--- src/hdl/iosd_map.svh ---
// constants for the low i/o space decoder
`ifndef IOSD_MAP_SVH
`define IOSD_MAP_SVH
`define IOSD_BANK_B_PIN_LEVEL      6'h03
`define IOSD_BANK_B_DIRECTION      6'h04
`define IOSD_BANK_B_DRIVE_LATCH    6'h05
`define IOSD_BANK_C_PIN_LEVEL      6'h06
`define IOSD_BANK_C_DIRECTION      6'h07
`define IOSD_BANK_C_DRIVE_LATCH    6'h08
`define IOSD_BANK_D_PIN_LEVEL      6'h09
`define IOSD_BANK_D_DIRECTION      6'h0a
`define IOSD_BANK_D_DRIVE_LATCH    6'h0b
`define IOSD_BANK_E_PIN_LEVEL      6'h0c
`define IOSD_BANK_E_DIRECTION      6'h0d
`define IOSD_BANK_E_DRIVE_LATCH    6'h0e
`define IOSD_TIMER8_EVENT_FLAGS    6'h15
`define IOSD_TIMER16_EVENT_FLAGS   6'h16
`define IOSD_SCRATCH_BYTE_1        6'h19
`define IOSD_SCRATCH_BYTE_2        6'h1a
`define IOSD_PIN_CHANGE_FLAGS      6'h1b
`define IOSD_BIT_OP_LAST           6'h1f
`define IOSD_IO_LAST               6'h3f
`define IOSD_DATA_OFFSET           8'h20
`define IOSD_DATA_IO_LAST          8'h5f
`define IOSD_EXT_FIRST             8'h60
`define IOSD_BANK_E_MASK           8'h07
`define IOSD_TIMER8_MASK           8'h07
`define IOSD_TIMER16_MASK          8'h27
`define IOSD_PIN_CHANGE_MASK       8'h0f
`define IOSD_RESET_BYTE            8'h00
`endif

--- src/hdl/iosd_pkg.sv ---
// types for the low i/o space decoder
package iosd_pkg;
  // operation carried by the core on each access
  typedef enum logic [2:0] {
    IOSD_OP_NONE      = 3'h0,
    IOSD_OP_IN        = 3'h1,
    IOSD_OP_OUT       = 3'h2,
    IOSD_OP_SET_BIT   = 3'h3,
    IOSD_OP_CLEAR_BIT = 3'h4,
    IOSD_OP_SKIP_ONE  = 3'h5,
    IOSD_OP_SKIP_ZERO = 3'h6,
    IOSD_OP_DATA      = 3'h7
  } iosd_op_t;
endpackage : iosd_pkg

--- src/hdl/iosd_bank_if.sv ---
// carrier between the decoder and one port bank
`timescale 1ns/1ps
interface iosd_bank_if;
  logic [7:0] dir;
  logic [7:0] latch;
  logic [7:0] level;
  modport ctrl (output dir, output latch, input level);
  modport bank (input dir, input latch, output level);
endinterface : iosd_bank_if

--- src/hdl/iosd_port_bank.sv ---
// one parallel port bank: pin drive and synchronised pin level
`timescale 1ns/1ps
module iosd_port_bank #(
  parameter int WIDTH = 8
) (
  // clock and reset
  input  wire logic             clock_in,
  input  wire logic             rst_n_in,
  // decoder side
  iosd_bank_if.bank             bank_if,
  // pins
  input  wire logic [WIDTH-1:0] pin_in,
  output logic      [WIDTH-1:0] pin_out,
  output logic      [WIDTH-1:0] pin_oe_n_out
);
  typedef struct packed {
    logic [WIDTH-1:0] meta;
    logic [WIDTH-1:0] sync;
  } iosd_bank_state_t;
  iosd_bank_state_t state_ff, nxt_state;
  always_comb begin
    nxt_state      = state_ff;
    nxt_state.meta = pin_in;
    nxt_state.sync = state_ff.meta;
  end
  always_ff @(posedge clock_in or negedge rst_n_in) begin
    if (!rst_n_in) begin
      state_ff <= '0;
    end else begin
      state_ff <= nxt_state;
    end
  end
  assign pin_out       = bank_if.latch[WIDTH-1:0];
  assign pin_oe_n_out  = ~bank_if.dir[WIDTH-1:0];
  assign bank_if.level = 8'(state_ff.sync);
endmodule : iosd_port_bank

--- src/hdl/iosd_io_space.sv ---
// low i/o space decoder with port banks, scratch bytes and event flags
//
// Function
// - set/clear one bit in 0x00-0x1f
// - skip tests on one bit in 0x00-0x1f
// - flags clear on written one only
// - bit ops never clear other flags
// - io view 0x00-0x3f, data view plus 0x20
// - 0x60-0xff reachable by data view only
`timescale 1ns/1ps
`include "iosd_map.svh"
module iosd_io_space (
  // clock and reset
  input  wire logic               clock_in,
  input  wire logic               rst_n_in,
  // core access
  input  iosd_pkg::iosd_op_t      op_in,
  input  wire logic [7:0]         addr_in,
  input  wire logic [7:0]         wdata_in,
  input  wire logic               data_we_in,
  input  wire logic [2:0]         bit_sel_in,
  output logic      [7:0]         rdata_out,
  output logic                    skip_out,
  // extended space, served elsewhere
  output logic                    ext_sel_out,
  output logic                    ext_we_out,
  output logic      [7:0]         ext_addr_out,
  output logic      [7:0]         ext_wdata_out,
  input  wire logic [7:0]         ext_rdata_in,
  // flag event sources, same clock
  input  wire logic [7:0]         timer8_event_in,
  input  wire logic [7:0]         timer16_event_in,
  input  wire logic [7:0]         pin_change_event_in,
  // pins
  input  wire logic [7:0]         bank_b_pin_in,
  output logic      [7:0]         bank_b_pin_out,
  output logic      [7:0]         bank_b_pin_oe_n_out,
  input  wire logic [7:0]         bank_c_pin_in,
  output logic      [7:0]         bank_c_pin_out,
  output logic      [7:0]         bank_c_pin_oe_n_out,
  input  wire logic [7:0]         bank_d_pin_in,
  output logic      [7:0]         bank_d_pin_out,
  output logic      [7:0]         bank_d_pin_oe_n_out,
  input  wire logic [2:0]         bank_e_pin_in,
  output logic      [2:0]         bank_e_pin_out,
  output logic      [2:0]         bank_e_pin_oe_n_out
);
  import iosd_pkg::*;

  // ****************************************
  // state
  // ****************************************
  typedef struct packed {
    logic [3:0][7:0] dir;
    logic [3:0][7:0] latch;
    logic [7:0]      timer8_flags;
    logic [7:0]      timer16_flags;
    logic [7:0]      pin_change_flags;
    logic [7:0]      scratch1;
    logic [7:0]      scratch2;
    logic [7:0]      rdata;
    logic            skip;
  } iosd_state_t;

  iosd_state_t state_ff, nxt_state;
  logic [3:0][7:0] level;
  logic [7:0]      mask_e;

  // ****************************************
  // port banks
  // ****************************************
  // banks keep pins as inputs out of reset: direction clears to zero
  iosd_bank_if bank_b_if ();
  iosd_bank_if bank_c_if ();
  iosd_bank_if bank_d_if ();
  iosd_bank_if bank_e_if ();

  assign bank_b_if.dir   = state_ff.dir[0];
  assign bank_b_if.latch = state_ff.latch[0];
  assign bank_c_if.dir   = state_ff.dir[1];
  assign bank_c_if.latch = state_ff.latch[1];
  assign bank_d_if.dir   = state_ff.dir[2];
  assign bank_d_if.latch = state_ff.latch[2];
  assign bank_e_if.dir   = state_ff.dir[3];
  assign bank_e_if.latch = state_ff.latch[3];
  assign level[0] = bank_b_if.level;
  assign level[1] = bank_c_if.level;
  assign level[2] = bank_d_if.level;
  assign level[3] = bank_e_if.level;
  // bank e has three pins; its unused bits read and store as zero
  assign mask_e   = `IOSD_BANK_E_MASK;

  iosd_port_bank #(.WIDTH(8)) u_bank_b (
    .clock_in     (clock_in),
    .rst_n_in     (rst_n_in),
    .bank_if      (bank_b_if),
    .pin_in       (bank_b_pin_in),
    .pin_out      (bank_b_pin_out),
    .pin_oe_n_out (bank_b_pin_oe_n_out)
  );
  iosd_port_bank #(.WIDTH(8)) u_bank_c (
    .clock_in     (clock_in),
    .rst_n_in     (rst_n_in),
    .bank_if      (bank_c_if),
    .pin_in       (bank_c_pin_in),
    .pin_out      (bank_c_pin_out),
    .pin_oe_n_out (bank_c_pin_oe_n_out)
  );
  iosd_port_bank #(.WIDTH(8)) u_bank_d (
    .clock_in     (clock_in),
    .rst_n_in     (rst_n_in),
    .bank_if      (bank_d_if),
    .pin_in       (bank_d_pin_in),
    .pin_out      (bank_d_pin_out),
    .pin_oe_n_out (bank_d_pin_oe_n_out)
  );
  iosd_port_bank #(.WIDTH(3)) u_bank_e (
    .clock_in     (clock_in),
    .rst_n_in     (rst_n_in),
    .bank_if      (bank_e_if),
    .pin_in       (bank_e_pin_in),
    .pin_out      (bank_e_pin_out),
    .pin_oe_n_out (bank_e_pin_oe_n_out)
  );

  // ****************************************
  // address view
  // ****************************************
  logic       io_valid;
  logic [5:0] io_addr;
  logic       is_write;
  logic       is_read;
  logic       bit_op;
  logic [7:0] cur;
  logic [7:0] bit_mask;
  logic [7:0] wval;

  always_comb begin
    io_valid = 1'b0;
    io_addr  = 6'h00;
    is_write = 1'b0;
    is_read  = 1'b0;
    bit_op   = 1'b0;
    case (op_in)
      IOSD_OP_IN, IOSD_OP_OUT: begin
        io_valid = 1'b1;
        io_addr  = addr_in[5:0];
        is_write = (op_in == IOSD_OP_OUT);
        is_read  = (op_in == IOSD_OP_IN);
      end
      IOSD_OP_SET_BIT, IOSD_OP_CLEAR_BIT, IOSD_OP_SKIP_ONE, IOSD_OP_SKIP_ZERO: begin
        // only the low 32 addresses are bit addressable
        // upper address bits are ignored, so 0x20-0x3f alias onto the low half
        io_valid = 1'b1;
        io_addr  = {1'b0, addr_in[4:0]};
        bit_op   = 1'b1;
      end
      IOSD_OP_DATA: begin
        // data view: 0x20..0x5f maps onto the io space
        // lower data addresses belong to the working registers, not here
        if (addr_in >= `IOSD_DATA_OFFSET && addr_in <= `IOSD_DATA_IO_LAST) begin
          io_valid = 1'b1;
          io_addr  = 6'(addr_in - `IOSD_DATA_OFFSET);
          is_write = data_we_in;
          is_read  = !data_we_in;
        end
      end
      default: begin
        io_valid = 1'b0;
      end
    endcase
  end

  // extended space only through the data view
  assign ext_sel_out   = (op_in == IOSD_OP_DATA) && (addr_in >= `IOSD_EXT_FIRST);
  assign ext_we_out    = ext_sel_out && data_we_in;
  // ext_addr_out and ext_wdata_out follow the core on every op; only ext_sel_out and ext_we_out need the data op
  assign ext_addr_out  = addr_in;
  assign ext_wdata_out = wdata_in;

  // ****************************************
  // read mux
  // ****************************************
  always_comb begin
    // holes and unmapped addresses read as zero
    cur = `IOSD_RESET_BYTE;
    case (io_addr)
      `IOSD_BANK_B_PIN_LEVEL:    cur = level[0];
      `IOSD_BANK_B_DIRECTION:    cur = state_ff.dir[0];
      `IOSD_BANK_B_DRIVE_LATCH:  cur = state_ff.latch[0];
      `IOSD_BANK_C_PIN_LEVEL:    cur = level[1];
      `IOSD_BANK_C_DIRECTION:    cur = state_ff.dir[1];
      `IOSD_BANK_C_DRIVE_LATCH:  cur = state_ff.latch[1];
      `IOSD_BANK_D_PIN_LEVEL:    cur = level[2];
      `IOSD_BANK_D_DIRECTION:    cur = state_ff.dir[2];
      `IOSD_BANK_D_DRIVE_LATCH:  cur = state_ff.latch[2];
      `IOSD_BANK_E_PIN_LEVEL:    cur = level[3] & mask_e;
      `IOSD_BANK_E_DIRECTION:    cur = state_ff.dir[3];
      `IOSD_BANK_E_DRIVE_LATCH:  cur = state_ff.latch[3];
      `IOSD_TIMER8_EVENT_FLAGS:  cur = state_ff.timer8_flags;
      `IOSD_TIMER16_EVENT_FLAGS: cur = state_ff.timer16_flags;
      `IOSD_SCRATCH_BYTE_1:      cur = state_ff.scratch1;
      `IOSD_SCRATCH_BYTE_2:      cur = state_ff.scratch2;
      `IOSD_PIN_CHANGE_FLAGS:    cur = state_ff.pin_change_flags;
      default:                   cur = `IOSD_RESET_BYTE;
    endcase
  end

  // ****************************************
  // write path
  // ****************************************
  always_comb begin
    // bit ops rewrite the current value, so untouched bits keep their state
    bit_mask = 8'h01 << bit_sel_in;
    wval     = wdata_in;
    if (op_in == IOSD_OP_SET_BIT) begin
      wval = cur | bit_mask;
    end else if (op_in == IOSD_OP_CLEAR_BIT) begin
      wval = cur & ~bit_mask;
    end
  end

  // pin-level registers take no write, bit ops included
  logic wr_en;
  logic [7:0] flag_clr;
  assign wr_en = io_valid && (is_write || op_in == IOSD_OP_SET_BIT ||
                              op_in == IOSD_OP_CLEAR_BIT);

  always_comb begin
    // flag writes: bit ops touch only the addressed bit, and only a set clears it
    if (op_in == IOSD_OP_SET_BIT) begin
      flag_clr = bit_mask;
    end else if (op_in == IOSD_OP_CLEAR_BIT) begin
      flag_clr = 8'h00;
    end else begin
      flag_clr = wdata_in;
    end
  end

  always_comb begin
    nxt_state       = state_ff;
    nxt_state.skip  = 1'b0;
    // read data holds until the next read, so the core may take it late
    nxt_state.rdata = state_ff.rdata;
    if (is_read && io_valid) begin
      nxt_state.rdata = cur;
    end else if (ext_sel_out && !data_we_in) begin
      nxt_state.rdata = ext_rdata_in;
    end
    // skip is a one-cycle pulse; the core must act on it at once
    if (io_valid && op_in == IOSD_OP_SKIP_ONE) begin
      nxt_state.skip = cur[bit_sel_in];
    end else if (io_valid && op_in == IOSD_OP_SKIP_ZERO) begin
      nxt_state.skip = !cur[bit_sel_in];
    end
    if (wr_en) begin
      case (io_addr)
        `IOSD_BANK_B_DIRECTION:    nxt_state.dir[0]   = wval;
        `IOSD_BANK_B_DRIVE_LATCH:  nxt_state.latch[0] = wval;
        `IOSD_BANK_C_DIRECTION:    nxt_state.dir[1]   = wval;
        `IOSD_BANK_C_DRIVE_LATCH:  nxt_state.latch[1] = wval;
        `IOSD_BANK_D_DIRECTION:    nxt_state.dir[2]   = wval;
        `IOSD_BANK_D_DRIVE_LATCH:  nxt_state.latch[2] = wval;
        `IOSD_BANK_E_DIRECTION:    nxt_state.dir[3]   = wval & mask_e;
        `IOSD_BANK_E_DRIVE_LATCH:  nxt_state.latch[3] = wval & mask_e;
        `IOSD_SCRATCH_BYTE_1:      nxt_state.scratch1 = wval;
        `IOSD_SCRATCH_BYTE_2:      nxt_state.scratch2 = wval;
        `IOSD_TIMER8_EVENT_FLAGS:
          nxt_state.timer8_flags = state_ff.timer8_flags & ~flag_clr;
        `IOSD_TIMER16_EVENT_FLAGS:
          nxt_state.timer16_flags = state_ff.timer16_flags & ~flag_clr;
        `IOSD_PIN_CHANGE_FLAGS:
          nxt_state.pin_change_flags = state_ff.pin_change_flags & ~flag_clr;
        default: begin
          // reserved and read-only addresses ignore writes
          nxt_state.skip = nxt_state.skip;
        end
      endcase
    end
    // a new event beats a clear in the same cycle
    nxt_state.timer8_flags = nxt_state.timer8_flags |
                             (timer8_event_in & `IOSD_TIMER8_MASK);
    nxt_state.timer16_flags = nxt_state.timer16_flags |
                              (timer16_event_in & `IOSD_TIMER16_MASK);
    nxt_state.pin_change_flags = nxt_state.pin_change_flags |
                                 (pin_change_event_in & `IOSD_PIN_CHANGE_MASK);
  end

  // reset leaves every bank as an input with its latch low
  always_ff @(posedge clock_in or negedge rst_n_in) begin
    if (!rst_n_in) begin
      state_ff <= '0;
    end else begin
      state_ff <= nxt_state;
    end
  end

  assign rdata_out = state_ff.rdata;
  assign skip_out  = state_ff.skip;
endmodule : iosd_io_space

--- config.mk ---
export PLATFORM = sky130hd
export DESIGN_NAME = iosd_io_space
export DESIGN_NICKNAME = d
export VERILOG_FILES = /design/src/hdl/iosd_pkg.sv /design/src/hdl/iosd_bank_if.sv /design/src/hdl/iosd_port_bank.sv /design/src/hdl/iosd_io_space.sv
export VERILOG_INCLUDE_DIRS = /design/src /design/src/hdl
export SDC_FILE = /design/constraint.sdc
export NUM_CORES = 1
export LEC_CHECK = 0
export ABC_AREA = 0
export BUFFER_PORTS_ARGS = -buffer_cell sky130_fd_sc_hd__buf_2
export CORE_AREA = 2 2 134 136
export DETAILED_ROUTE_END_ITERATION = 7
export DIE_AREA = 0 0 136 138
export GPL_ROUTABILITY_DRIVEN = 0
export PLACE_DENSITY = 0.69
export SYNTH_ARGS = -nofsm -noshare
export SYNTH_HDL_FRONTEND = slang
export SYNTH_SLANG_ARGS = --single-unit
--- constraint.sdc ---
create_clock -name clock_in -period 2.17 [get_ports clock_in]
set_input_delay 0.217 -clock clock_in [delete_from_list [all_inputs] [get_ports clock_in]]
set_output_delay 0.217 -clock clock_in [all_outputs]
set_load 0.02 [all_outputs]
==> flow_summary.ini <==
[timing]
final_max_slew_viol_count = 0
period_needed_ns = 2.46
setup-violations-final = 22
clock.fmax_mhz = 407
maxSlewHeadroom_pct = 53.4
worst_pin_slew_ns = 0.699
fin_skew_ns = 0.00630
setup_slack_ns = -0.286
fin_crit_sh_pct = 113
rsz0062_at_grt = true
finalHoldViolCount = 0
hold_ws_ns = 0.0158

[pwr]
power_density_nw_per_um2 = 760
p_total_w = 0.00834
peakVddDrop_mv = 0.578
p_leak_nw = 5.17

[floorplanning]
placementRows = 49
ioPinCount = 165
die_height_um = 138
die_w_um = 136
initial_core_util_pct = 45.7
dieArea_um2 = 18800
core_area_um2 = 17500

[cells_and_area]
seq_area_um2 = 3930
nets = 1092
diodes = 0
fill_cells = 1390
multi_input_area_um2 = 3520
drive_gt1_share_pct = 43.8
synthToLayoutAreaGrowth_pct = 37.1

[logic_synthesis]
synth_cell_type_count = 80
ys.flop_type = dfrtp_1
synth_cells = 725
syn_area_per_cell_um2 = 11.0
ys_ff_latch = 157
syn_area_um2 = 8010
synth-edff-count = 0
seq_area_frac_synth_pct = 49.1
ys_warn_count = 0
synthesis.nets = 809
synthArstFlopShare_pct = 100

[critical_path]
critPathMaxStageDelay_ns = 0.52
required_ns = 2.49
worstReg2RegStart = state_ff[27]
path_max_fanout = 10
crit_arrival_ns = 2.78
endpoint_kind = flop
crit_buf_inv = 0
crit_type = reg -> reg
crit_family = compound AO/OA/AOI/OAI gates
regToRegSetupSlack_ns = -0.29
crit_path_cell_trace = mux4_2 -> and3_4 -> a211oi_4 -> a31oi_4 -> o32ai_4 -> a211oi_4 -> mux2_4
cp_slowest_cell = mux4_2
worstSetupStartpoint = state_ff[27]
critical_path_depth = 7
cpMostUsedCell = a211oi_4
reg2reg_depth = 7
start_kind = flop
worstReg2RegEnd = bank_e_if.latch[2]
cp-endpoint = bank_e_if.latch[2]

[routing]
wl_per_cell_um = 19.7
wl_mm = 24.7
drtIter0Drc = 554
drc_errors = 0
via_per_inst = 5.55
ant_nets = 0
drt_first_pass_iters = 6
vias = 6935

[grt]
antenna_found_initial = 0
grt_use_total_pct = 26.7
overflow = 0
grt_pass1_vias = 6889
grt_first_pass_wirelength_mm = 37.9
grt_start_max_net_pins = 52

[run_status]
status = finished, violations left
violations = setup timing

[clock_network]
cts_root_buffer = clkbuf_16
clk_pin_slew_ns = 0.06
cts_buffers = 17
cts_tree = built
ctsLongestPathBuffers = 2
clock-sinks = 157
insertion_delay_ns = 0.44
htreeDepth = 4

[placement]
io_buffer_count = 151
dp_hpwl_mm = 18.2

[worst_hold_path]
hp-class = in -> reg
hold_start = ext_rdata_in[4]

[run]
drv_cap = 0
-- through the flow --
step | instance area [um2] | setup WS [ns] | setup TNS [ns] | cells | utilization [%]
after floorplan | 8020 | 0.00661 | 0 | 725 | -
after CTS | 10800 | -0.254 | -2.17 | 1247 | 61.6
final | 11000 | -0.286 | -3.24 | 1250 | 62.6
after global routing | 11000 | -0.301 | -5.00 | 1250 | 62.6
after global placement | 9710 | -0.481 | -23.09 | 1175 | 55.4
after detailed placement | 9710 | -0.480 | -24.63 | 1175 | 55.4
-- worst min path at each step --
stage,cells after the start,endpoint
after floorplan,0,bank_b_if.dir[0]
after global placement,1,rdata_out[1]
after detailed placement,1,rdata_out[1]
after CTS,3,rdata_out[4]
after global routing,3,rdata_out[7]
final,3,rdata_out[4]
-- synth_stat cells (all sizes together) (9+ instances only) --
cell / instances / share of area (%)
a22o: 9 / 0.98
nand3b: 15 / 1.6
a21o: 13 / 1.2
nor3: 12 / 0.81
nand3: 13 / 0.81
nand2: 65 / 3.0
o21ai: 26 / 1.6
buf: 82 / 7.6
a22oi: 12 / 1.1
nand2b: 12 / 0.94
a21boi: 13 / 1.2
mux2: 52 / 7.3
dfrtp: 157 / 49
inv: 37 / 1.7
mux2i: 17 / 2.1
a21oi: 25 / 1.8
nor2: 31 / 1.5
-- worst min-delay path: stages --
cell	delay [ns]
buf_2	0.07
a22oi_1	0.07
nand2_1	0.06
-- cell usage in the layout (no fill, tap or decap), drive strengths merged, types with 9 or more instances in the layout --
| master | instances |
|---|---|
| a21o | 13 |
| dfrtp | 157 |
| a21boi | 13 |
| nor2 | 31 |
| nand2 | 65 |
| mux2 | 52 |
| a22o | 9 |
| inv | 42 |
| nor3 | 12 |
| buf | 313 |
| dlygate4sd3 | 41 |
| o21ai | 26 |
| mux2i | 17 |
| nand3 | 13 |
| nand2b | 12 |
| a22oi | 12 |
| clkbuf | 21 |
| a21oi | 25 |
| nand3b | 15 |
-- layout make-up --
cell class / instances / share of cell area, %
Clock buffer: 21 / 4.20
Tap cell: 229 / 2.61
Sequential cell: 157 / 35.8
Inverter: 37 / 1.27
Multi-Input combinational cell: 441 / 32.0
Clock inverter: 11 / 1.40
Timing Repair Buffer: 354 / 22.7
-- timing repair --
| item | CTS | global route |
|---|---|---|
| pin swaps | 9 | 12 |
| resized for setup | 11 | 24 |
| setup endpoints to repair | 39 | 72 |
| hold buffers | 41 | 0 |
| buffers inserted | 1 | 3 |
| endpoints found under the hold margin | 75 | 0 |
-- report_power, final --
part / switching (W) / internal [W]
registers: 0.000183 / 0.00321
clock network: 0.00124 / 0.00189
logic: 0.00103 / 0.000798
-- per-layer routing --
metal / track usage [%] / part of all wire, %
met5: 0 / 0
met4: 11.1 / 2.9
met3: 6.75 / 8.9
met2: 40.5 / 46
met1: 36.5 / 42
-- sequential cells by signal, indices dropped and copies added, names as in the netlist --
signal and flops:
u_bank_d.nxt_state 8, u_bank_b.nxt_state 8, u_bank_e.nxt_state 3, u_bank_c.nxt_state 8, u_bank_d.bank_if.level 8, bank_e_if.latch 3
u_bank_e.bank_if.level 3, u_bank_b.bank_if.level 8, state_ff 40, bank_b_if.dir 8, bank_d_if.dir 8, bank_c_if.dir 8
bank_e_if.dir 3, bank_d_if.latch 8, bank_c_if.latch 8, u_bank_c.bank_if.level 8, rdata_out 8, skip_out 1
bank_b_if.latch 8
-- cell families after synthesis --
logic type	count (synthesis)	share of synthesized area, %
xor gates and xnor gates	2	0.219
AOI/OAI and AO/OA	162	16.2
and+or+nand+nor	207	15.0
DFF	157	49.1
buffers and inverters	127	9.75
muxes	70	9.72
Power figures use the tool's default switching activity.
